[src/hfc_pkg.sv]
// Shared constants and types for the holdover frequency control registers
package hfc_pkg;

  // ==========================================================
  // Register offsets on the microprocessor port
  localparam logic [6:0] HFC_ADDR_OFFSET_LOW = 7'h3E;
  localparam logic [6:0] HFC_ADDR_OFFSET_MID = 7'h3F;
  localparam logic [6:0] HFC_ADDR_POLICY     = 7'h40;

  // ==========================================================
  // Reset values
  localparam logic [7:0] HFC_RST_OFFSET_LOW = 8'h00;
  localparam logic [7:0] HFC_RST_OFFSET_MID = 8'h00;
  localparam logic [7:0] HFC_RST_POLICY     = 8'h88;
  localparam logic [7:0] HFC_READ_UNMAPPED  = 8'h00;

  // ==========================================================
  // Policy register field positions
  localparam int HFC_BIT_AUTO_AVG  = 7;
  localparam int HFC_BIT_FAST_AVG  = 6;
  localparam int HFC_BIT_READ_AVG  = 5;
  localparam int HFC_BRIEF_MSB     = 4;
  localparam int HFC_BRIEF_LSB     = 3;
  localparam int HFC_OFFS_HI_MSB   = 2;
  localparam int HFC_OFFS_HI_LSB   = 0;
  localparam int HFC_OFFSET_WIDTH  = 19;

  // ==========================================================
  // Brief-hold policy codes
  localparam logic [1:0] HFC_BRIEF_FULL   = 2'h0;
  localparam logic [1:0] HFC_BRIEF_FROZEN = 2'h1;
  localparam logic [1:0] HFC_BRIEF_FAST   = 2'h2;
  localparam logic [1:0] HFC_BRIEF_SLOW   = 2'h3;

  // ==========================================================
  // Frequency source used by the timing loop, one-hot
  typedef enum logic [3:0] {
    HFC_SRC_MANUAL = 4'h1,
    HFC_SRC_FROZEN = 4'h2,
    HFC_SRC_FAST   = 4'h4,
    HFC_SRC_SLOW   = 4'h8
  } hfc_src_t;

endpackage

[src/hfc_rd_if.sv]
// Read-back path between register bank and read data mux
`timescale 1ns/1ps
interface hfc_rd_if;
  logic        rd_strobe;
  logic [6:0]  addr;
  logic [18:0] prog_word;
  logic        read_avg;
  logic        fast_sel;
  logic [4:3]  policy_upper;
  logic        auto_avg;
  logic [7:0]  rdata;

  modport bank (output rd_strobe, output addr, output prog_word, output read_avg,
                output fast_sel, output policy_upper, output auto_avg, input rdata);
  modport mux  (input rd_strobe, input addr, input prog_word, input read_avg,
                input fast_sel, input policy_upper, input auto_avg, output rdata);
endinterface

[src/hfc_readback.sv]
// Registered read data mux for the holdover registers
`timescale 1ns/1ps
module hfc_readback (
  input  wire logic        clock,
  input  wire logic        resetn,
  input  wire logic [18:0] fast_avg,
  input  wire logic [18:0] slow_avg,
  hfc_rd_if.mux            rd
);

  logic [18:0] avg_word;
  logic [18:0] shown_word;

  // ==========================================================
  // Word shown on offset reads
  assign avg_word   = rd.fast_sel ? fast_avg : slow_avg;
  assign shown_word = rd.read_avg ? avg_word : rd.prog_word;

  // Read data register, updated on each read strobe
  always_ff @(posedge clock or negedge resetn) begin
    if (!resetn) begin
      rd.rdata <= hfc_pkg::HFC_READ_UNMAPPED;
    end else if (rd.rd_strobe) begin
      unique case (rd.addr)
        hfc_pkg::HFC_ADDR_OFFSET_LOW: rd.rdata <= shown_word[7:0];
        hfc_pkg::HFC_ADDR_OFFSET_MID: rd.rdata <= shown_word[15:8];
        hfc_pkg::HFC_ADDR_POLICY:     rd.rdata <= {rd.auto_avg, rd.fast_sel, rd.read_avg,
                                                   rd.policy_upper,
                                                   shown_word[18:16]};
        default:                      rd.rdata <= hfc_pkg::HFC_READ_UNMAPPED;
      endcase
    end
  end
endmodule

[src/hfc_regs.sv]
// Holdover frequency control register bank, top level
`timescale 1ns/1ps
// Behaviour
// - Low offset byte is read/write, holds offset bits 7:0, resets to zero.
// - Offset word is policy bits 2:0, middle byte, low byte concatenated.
// - The 19-bit offset word is signed two's complement versus the crystal.
// - Policy bit 5 makes offset reads return the averaged frequency.
// - Policy register resets to 0x88 with fields in bits 7,6,5,4:3,2:0.
// - Bit 7 picks averaged over frozen; manual holdover takes precedence for full holdover and brief code 00 only.
// - Policy bit 6 selects fast (1) or slow (0) averaging rate.
// - Read-back 0 returns written value; 1 returns fast or slow average.
// - Brief-hold code: 00 full, 01 frozen, 10 fast, 11 slow.
module hfc_regs (
  input  wire logic                        clock,
  input  wire logic                        resetn,
  input  wire logic                        cs,
  input  wire logic                        wr_strobe,
  input  wire logic                        rd_strobe,
  input  wire logic [6:0]                  addr,
  input  wire logic [7:0]                  wdata,
  input  wire logic                        manual_holdover_sel,
  input  wire logic [18:0]                 fast_avg,
  input  wire logic [18:0]                 slow_avg,
  output logic      [7:0]                  rdata,
  output logic signed [18:0]               hold_offset_word,
  output logic                             fast_avg_select,
  output hfc_pkg::hfc_src_t                hold_source,
  output hfc_pkg::hfc_src_t                brief_source
);

  logic [7:0] hold_offset_low;
  logic [7:0] hold_offset_mid;
  logic [7:0] hold_policy_control;
  logic       wr_low;
  logic       wr_mid;
  logic       wr_pol;
  hfc_pkg::hfc_src_t next_hold_source;
  hfc_pkg::hfc_src_t next_brief_source;
  hfc_pkg::hfc_src_t avg_src;

  hfc_rd_if rd ();

  // ==========================================================
  // Write decode
  assign wr_low = cs && wr_strobe && addr == hfc_pkg::HFC_ADDR_OFFSET_LOW;
  assign wr_mid = cs && wr_strobe && addr == hfc_pkg::HFC_ADDR_OFFSET_MID;
  assign wr_pol = cs && wr_strobe && addr == hfc_pkg::HFC_ADDR_POLICY;

  // Low offset byte
  always_ff @(posedge clock or negedge resetn) begin
    if (!resetn) begin
      hold_offset_low <= hfc_pkg::HFC_RST_OFFSET_LOW;
    end else if (wr_low) begin
      hold_offset_low <= wdata;
    end
  end

  // Middle offset byte
  always_ff @(posedge clock or negedge resetn) begin
    if (!resetn) begin
      hold_offset_mid <= hfc_pkg::HFC_RST_OFFSET_MID;
    end else if (wr_mid) begin
      hold_offset_mid <= wdata;
    end
  end

  // Policy register
  always_ff @(posedge clock or negedge resetn) begin
    if (!resetn) begin
      hold_policy_control <= hfc_pkg::HFC_RST_POLICY;
    end else if (wr_pol) begin
      hold_policy_control <= wdata;
    end
  end

  // ==========================================================
  // Offset word out, signed, no conversion of written format
  // The word is not updated atomically: each byte write lands on its own,
  // so the timing loop may see a mixed word between writes. Software should
  // finish all three byte writes before relying on the word.
  assign hold_offset_word = {hold_policy_control[hfc_pkg::HFC_OFFS_HI_MSB:hfc_pkg::HFC_OFFS_HI_LSB],
                             hold_offset_mid, hold_offset_low};
  assign fast_avg_select  = hold_policy_control[hfc_pkg::HFC_BIT_FAST_AVG];

  // ==========================================================
  // Source selection for full and brief holdover
  always_comb begin
    avg_src = fast_avg_select ? hfc_pkg::HFC_SRC_FAST : hfc_pkg::HFC_SRC_SLOW;
    if (manual_holdover_sel) begin
      next_hold_source = hfc_pkg::HFC_SRC_MANUAL;
    end else if (hold_policy_control[hfc_pkg::HFC_BIT_AUTO_AVG]) begin
      next_hold_source = avg_src;
    end else begin
      next_hold_source = hfc_pkg::HFC_SRC_FROZEN;
    end
    unique case (hold_policy_control[hfc_pkg::HFC_BRIEF_MSB:hfc_pkg::HFC_BRIEF_LSB])
      hfc_pkg::HFC_BRIEF_FULL:   next_brief_source = next_hold_source;
      hfc_pkg::HFC_BRIEF_FROZEN: next_brief_source = hfc_pkg::HFC_SRC_FROZEN;
      hfc_pkg::HFC_BRIEF_FAST:   next_brief_source = hfc_pkg::HFC_SRC_FAST;
      hfc_pkg::HFC_BRIEF_SLOW:   next_brief_source = hfc_pkg::HFC_SRC_SLOW;
    endcase
  end

  // Registered source outputs
  always_ff @(posedge clock or negedge resetn) begin
    if (!resetn) begin
      hold_source  <= hfc_pkg::HFC_SRC_FAST;
      brief_source <= hfc_pkg::HFC_SRC_FAST;
    end else begin
      hold_source  <= next_hold_source;
      brief_source <= next_brief_source;
    end
  end

  // ==========================================================
  // Read path
  assign rd.rd_strobe    = cs && rd_strobe;
  assign rd.addr         = addr;
  assign rd.prog_word    = hold_offset_word;
  assign rd.read_avg     = hold_policy_control[hfc_pkg::HFC_BIT_READ_AVG];
  assign rd.fast_sel     = fast_avg_select;
  assign rd.policy_upper = hold_policy_control[hfc_pkg::HFC_BRIEF_MSB:hfc_pkg::HFC_BRIEF_LSB];
  assign rd.auto_avg     = hold_policy_control[hfc_pkg::HFC_BIT_AUTO_AVG];
  assign rdata           = rd.rdata;

  hfc_readback u_readback (
    .clock    (clock),
    .resetn   (resetn),
    .fast_avg (fast_avg),
    .slow_avg (slow_avg),
    .rd       (rd.mux)
  );
endmodule

[config.mk]
export PLATFORM = sky130hd
export DESIGN_NAME = hfc_regs
export DESIGN_NICKNAME = d
export VERILOG_FILES = /design/src/hfc_pkg.sv /design/src/hfc_rd_if.sv /design/src/hfc_readback.sv /design/src/hfc_regs.sv
export SDC_FILE = /design/constraint.sdc
export NUM_CORES = 1
export LEC_CHECK = 0
export BUFFER_PORTS_ARGS = -buffer_cell sky130_fd_sc_hd__buf_2
export CORE_ASPECT_RATIO = 0.8
export CORE_UTILIZATION = 42
export CTS_CLUSTER_DIAMETER = 60
export DETAILED_ROUTE_END_ITERATION = 12
export PLACE_DENSITY_LB_ADDON = 0.3
export SYNTH_ARGS = -nofsm -noshare
export SYNTH_HDL_FRONTEND = slang
export SYNTH_SLANG_ARGS = --single-unit
[constraint.sdc]
create_clock -name clock -period 1.6 [get_ports clock]
set_input_delay 0.24 -clock clock [delete_from_list [all_inputs] [get_ports clock]]
set_output_delay 0.24 -clock clock [all_outputs]
set_load 0.03 [all_outputs]
After elaboration in Yosys (flattened, before gate mapping):

Cells that the tools add are included.

* bits in registers: 40
* latch bits: 0
* RAM bits: 0
* ROM bits: 0
* input bits: 59
* logic and storage cells: 25
* memories: 0

* add/subtract/negate cells: 0
* multiply operators: 0
* div/mod/pow operators: 0
* magnitude comparators: 0
* equality and inequality tests: 6
* shift-type cells: 0
* muxes and demuxes: 7
* bitwise operators: 0
* reductions and logical operators: 6

Operators by type and width (number)
* $mux 19: 2
* $pmux 8 s3: 1
* $pmux 4 s4: 1
* $eq 7x6->1 const B: 2
* $mux 4: 3
* $eq 7x7->1 const B: 1
* $logic_and 1x1->1: 5
* $eq 2x2->1 const B: 2
* $eq 2x1->1 const B: 1
* $logic_not 2->1: 1

Logic depth before layout (Yosys ltp):

* depth after elaboration: 4
* depth in mapped cells: 6

Hierarchy:

Synthesis repeated with hierarchy kept, for this count alone.

* cells, all modules: 181
* area total of the unflattened synthesis: 2093.3 µm²

By module, submodules not included
* hfc_regs: times used 1, cells each 80, area each 1244.9 µm², seq. area each 805.8 µm²
* hfc_readback: times used 1, cells each 101, area each 848.3 µm², seq. area each 200.2 µm²

Worst setup path after synthesis:

No wires, ideal clock.

* path kind: flip-flop to flip-flop
* start point: reg hold_policy_control[6]
* end point: reg u_readback.rd.rdata[1]
* arrival time: 1.812 ns
* slack: -0.338 ns
* stages on the path, launching flop included: 6
* path buffers: 2
* cell sequence: dfrtp_1 > clkbuf_1 > clkbuf_1 > mux2i_1 > a21oi_1 > a221o_1

* word-level cells in the longest chain between the ends: 3

Ends and longest elaborated chain
* from (decl): RTL line hfc_regs.sv:33 `logic [7:0] hold_policy_control;`
* from (signal assigned): RTL line hfc_regs.sv:70 `hold_policy_control <= hfc_pkg::HFC_RST_POLICY;`
* from (signal assigned): RTL line hfc_regs.sv:72 `hold_policy_control <= wdata;`
* $mux 19: RTL line hfc_readback.sv:16 `assign avg_word = rd.fast_sel ? fast_avg : slow_avg;`
* $mux 19: RTL line hfc_readback.sv:17 `assign shown_word = rd.read_avg ? avg_word : rd.prog_word;`
* $pmux 8 s3: RTL line hfc_readback.sv:24 `unique case (rd.addr)`
* to (signal assigned): RTL line hfc_readback.sv:25 `hfc_pkg::HFC_ADDR_OFFSET_LOW: rd.rdata <= shown_word[7:0];`
* to (signal assigned): RTL line hfc_readback.sv:26 `hfc_pkg::HFC_ADDR_OFFSET_MID: rd.rdata <= shown_word[15:8];`
* to (signal assigned): RTL line hfc_readback.sv:27 `hfc_pkg::HFC_ADDR_POLICY: rd.rdata <= {rd.auto_avg, rd.fast_sel, rd.read_avg,`
* to (decl): RTL line hfc_rd_if.sv:16 `input fast_sel, input policy_upper, input auto_avg, output rdata);`

No other way between the ends.
A chain may end at the register's enable or synchronous reset.

Final worst setup path:

* start point: in addr[1]
* end point: reg hold_policy_control[2]

* word-level cells in the longest chain between the ends: 2

Ends and longest elaborated chain
* from (decl): RTL line hfc_regs.sv:19 `input wire logic [6:0] addr,`
* $eq 7x7->1: RTL line hfc_regs.sv:47 `assign wr_pol = cs && wr_strobe && addr == hfc_pkg::HFC_ADDR_POLICY;`
* $logic_and 1x1->1: RTL line hfc_regs.sv:47

No other way between the ends.

==> flow_summary.json <==
{
  "status": "complete, but fails checks",
  "failed_checks": "setup timing",
  "syn_area_sq_um": 2040,
  "finClkSkew_ns": 0.00773,
  "synth_warnings": 0,
  "synth-async-reset-ratio_pct": 100,
  "setup_viol": 6,
  "fp.dieH_um": 64.3,
  "ys_top_cells_by_count": "dfrtp_1, mux2_2, nor2_1",
  "antennaDiodeCount": 0,
  "path_max_fanout": 8,
  "cpMostUsedCell": "or4_4",
  "worstSkewPairLatency_ns": 0.29,
  "hold_viol": 0,
  "relSlewSlack_pct": 68.3,
  "cts_tree": "done",
  "synth_top_area_share_pct": 44.2,
  "viasPerCell": 5.21,
  "cts_max_path_buffers": 2,
  "synth.net_count": 216,
  "hp-start": "manual_holdover_sel",
  "fmax_mhz": 614,
  "grt_max_degree": 41,
  "postRouteAntennaNets": 0,
  "grt_pass1_wl_mm": 7.98,
  "r2r_start": "hold_policy_control[6]",
  "fillCellCount": 374,
  "antenna_found_initial": 0,
  "worstSetupPathType": "in -> reg",
  "clk_pin_slew_ns": 0.08,
  "synth_area_leaders": "dfrtp_1, mux2_2, mux2_4",
  "drive_above_1_share_pct": 62.8,
  "synth_edf_count": 0,
  "num_rows": 22,
  "seq_area_frac_synth_pct": 49.4,
  "grt.total_usage_pct": 21.0,
  "routed_wl_mm": 4.91,
  "arrival_ns": 1.80,
  "yosysUniqueCellTypes": 32,
  "worst_setup_path_end_kind": "register",
  "h-tree-depth": 2,
  "drtIter0Drc": 44,
  "min_path_type": "in -> reg",
  "rsz0062_at_grt": "true",
  "die_area_sq_um": 5130,
  "port_buffers": 94,
  "finalCritPeriodShare_pct": 102,
  "leakagePower_nw": 1.46,
  "layout_setup_ws_ns": -0.0278,
  "area_growth_pct": 37.0,
  "start_util_pct": 44.0,
  "yosys_most_used_dff": "dfrtp_1",
  "postSynthAreaPerCell_sq_um": 13.0,
  "fin_nets": 324,
  "core_area_sq_um": 4620,
  "p_per_area_nw_per_um2": 812,
  "grt_pass1_vias": 1672,
  "routedWlPerCell_um": 15.1,
  "synth_top_cell_by_area": "dfrtp_1",
  "worst_pin_slew_ns": 0.476,
  "dp_hpwl_mm": 3.81,
  "critPathTopFamily": "simple AND/OR/NAND/NOR gates",
  "start_kind": "input pin",
  "numClockSinks": 40,
  "num_vias": 1698,
  "synth_most_common_cell": "dfrtp_1",
  "fp.dieW_um": 79.9,
  "place_ws_ns": -0.344,
  "power_mw": 2.27,
  "critical_path_required_ns": 1.77,
  "io_pins": 95,
  "drc": 0,
  "crit_path_top_delay_cell": "or4_4",
  "max_stage_delay_ns": 0.61,
  "first_pass_iters": 4,
  "critPathBufInv": 1,
  "synthesis.instances": 157,
  "critPathLaunch": "addr[1]",
  "cts_root_buffer": "clkbuf_8",
  "ys_ff_latch": 40,
  "place_congestion": 0.835,
  "drv_cap": 0,
  "fin_crit_ns": 1.63,
  "crit_chain": "buf_6, or4_4, or4_4, mux2_4",
  "cts_made_buffers": 5,
  "grt_overflow": 0,
  "report.final.slew_viol_count": 0,
  "vdd_drop_max_mv": 0.437
}
==> metrics by stage <==
step	cells	instance area [sq um]	utilization (%)	TNS (ns)	hold slack (ns)
floorplan	157	2050	-	-1.78	-0.0556
global placement	317	2660	57.4	-4.46	0.324
detailed placement	317	2660	57.4	-4.95	0.320
CTS	326	2790	60.3	-0.0989	0.0942
global route	326	2790	60.3	-0.144	0.0934
finish	326	2790	60.3	-0.142	0.110
==> worst paths after layout <==
kind / endpoint / slack [ns] / depth (start not counted)
min in group asynchronous: hold_source[3] / 0.52 / 3
worst min-delay path: hold_source[0] / 0.11 / 1
max in group asynchronous: hold_policy_control[3] / 0.71 / 3
worst max register to register: u_readback.rd.rdata[3] / 0.16 / 4
worst min register to register: u_readback.rd.rdata[1] / 0.52 / 1
worst max-delay path: hold_policy_control[2] / -0.03 / 4
==> where the power goes <==
part / switching (mW) / total (mW) / internal (mW)
registers: 0.0287 / 1.08 / 1.05
logic: 0.198 / 0.380 / 0.181
clock network: 0.345 / 0.806 / 0.461
==> worst reg2reg max path, stage by stage (launching register included) <==
cell	delay (ns)
dfrtp_1	0.34
buf_4	0.21
mux4_2	0.53
mux2i_1	0.15
o21ai_0	0.09
==> flip-flops by register name (all words and copies together), names as in the netlist <==
signal / count
brief_source: 4
hold_offset_mid: 8
u_readback.rd.rdata: 8
hold_offset_low: 8
hold_policy_control: 8
hold_source: 4
==> metal layers <==
metal | part of all wire [%] | routed length [um] | GRT usage [%] | vias to the layer above
met5 | 0 | 0 | 0 | -
met4 | 1.0 | 51 | 6.47 | 0
met2 | 48 | 2380 | 35.3 | 58
met3 | 6.7 | 328 | 5.57 | 7
li1 | - | - | - | 801
met1 | 44 | 2150 | 26.4 | 832
==> cells by family after synthesis <==
logic type	synth area share [%]
AOI/OAI and AO/OA	8.54
and+or+nand+nor	8.78
muxes	30.3
DFF	49.4
buffers and inverters	3.01
==> timing repair <==
action                                  in CTS  in global routing
endpoints found under the setup margin       6                  6
gates cloned                                 0                  0
buffers inserted                             0                  0
hold buffers                                 1                  0
endpoints found under the hold margin       12                  0
gates resized for setup                      2                  0
==> layout by cell type (no fill, tap or decap), types with 5 or more instances in the layout <==
| cell type | instances |
|---|---|
| mux2_2 | 27 |
| a22oi_1 | 6 |
| dfrtp_1 | 36 |
| mux4_2 | 5 |
| nor2_1 | 9 |
| mux2i_1 | 8 |
| buf_2 | 92 |
| nand2_1 | 7 |
| o21ai_0 | 6 |
| a211oi_1 | 5 |
| mux2_4 | 8 |
| clkbuf_8 | 5 |
| buf_4 | 17 |
==> cell type report <==
| cell class | count | area [sq um] | area share [%] |
|---|---|---|---|
| well taps | 60 | 75.1 | 2.69 |
| clock buffers | 5 | 68.8 | 2.47 |
| multi-input cells | 105 | 973 | 34.9 |
| clock inverters | 3 | 42.5 | 1.52 |
| repair buffers | 112 | 621 | 22.2 |
| flip-flops and latches | 40 | 1010 | 36.1 |
| inverters | 1 | 3.75 | 0.135 |
Power figures use the tool's default switching activity.
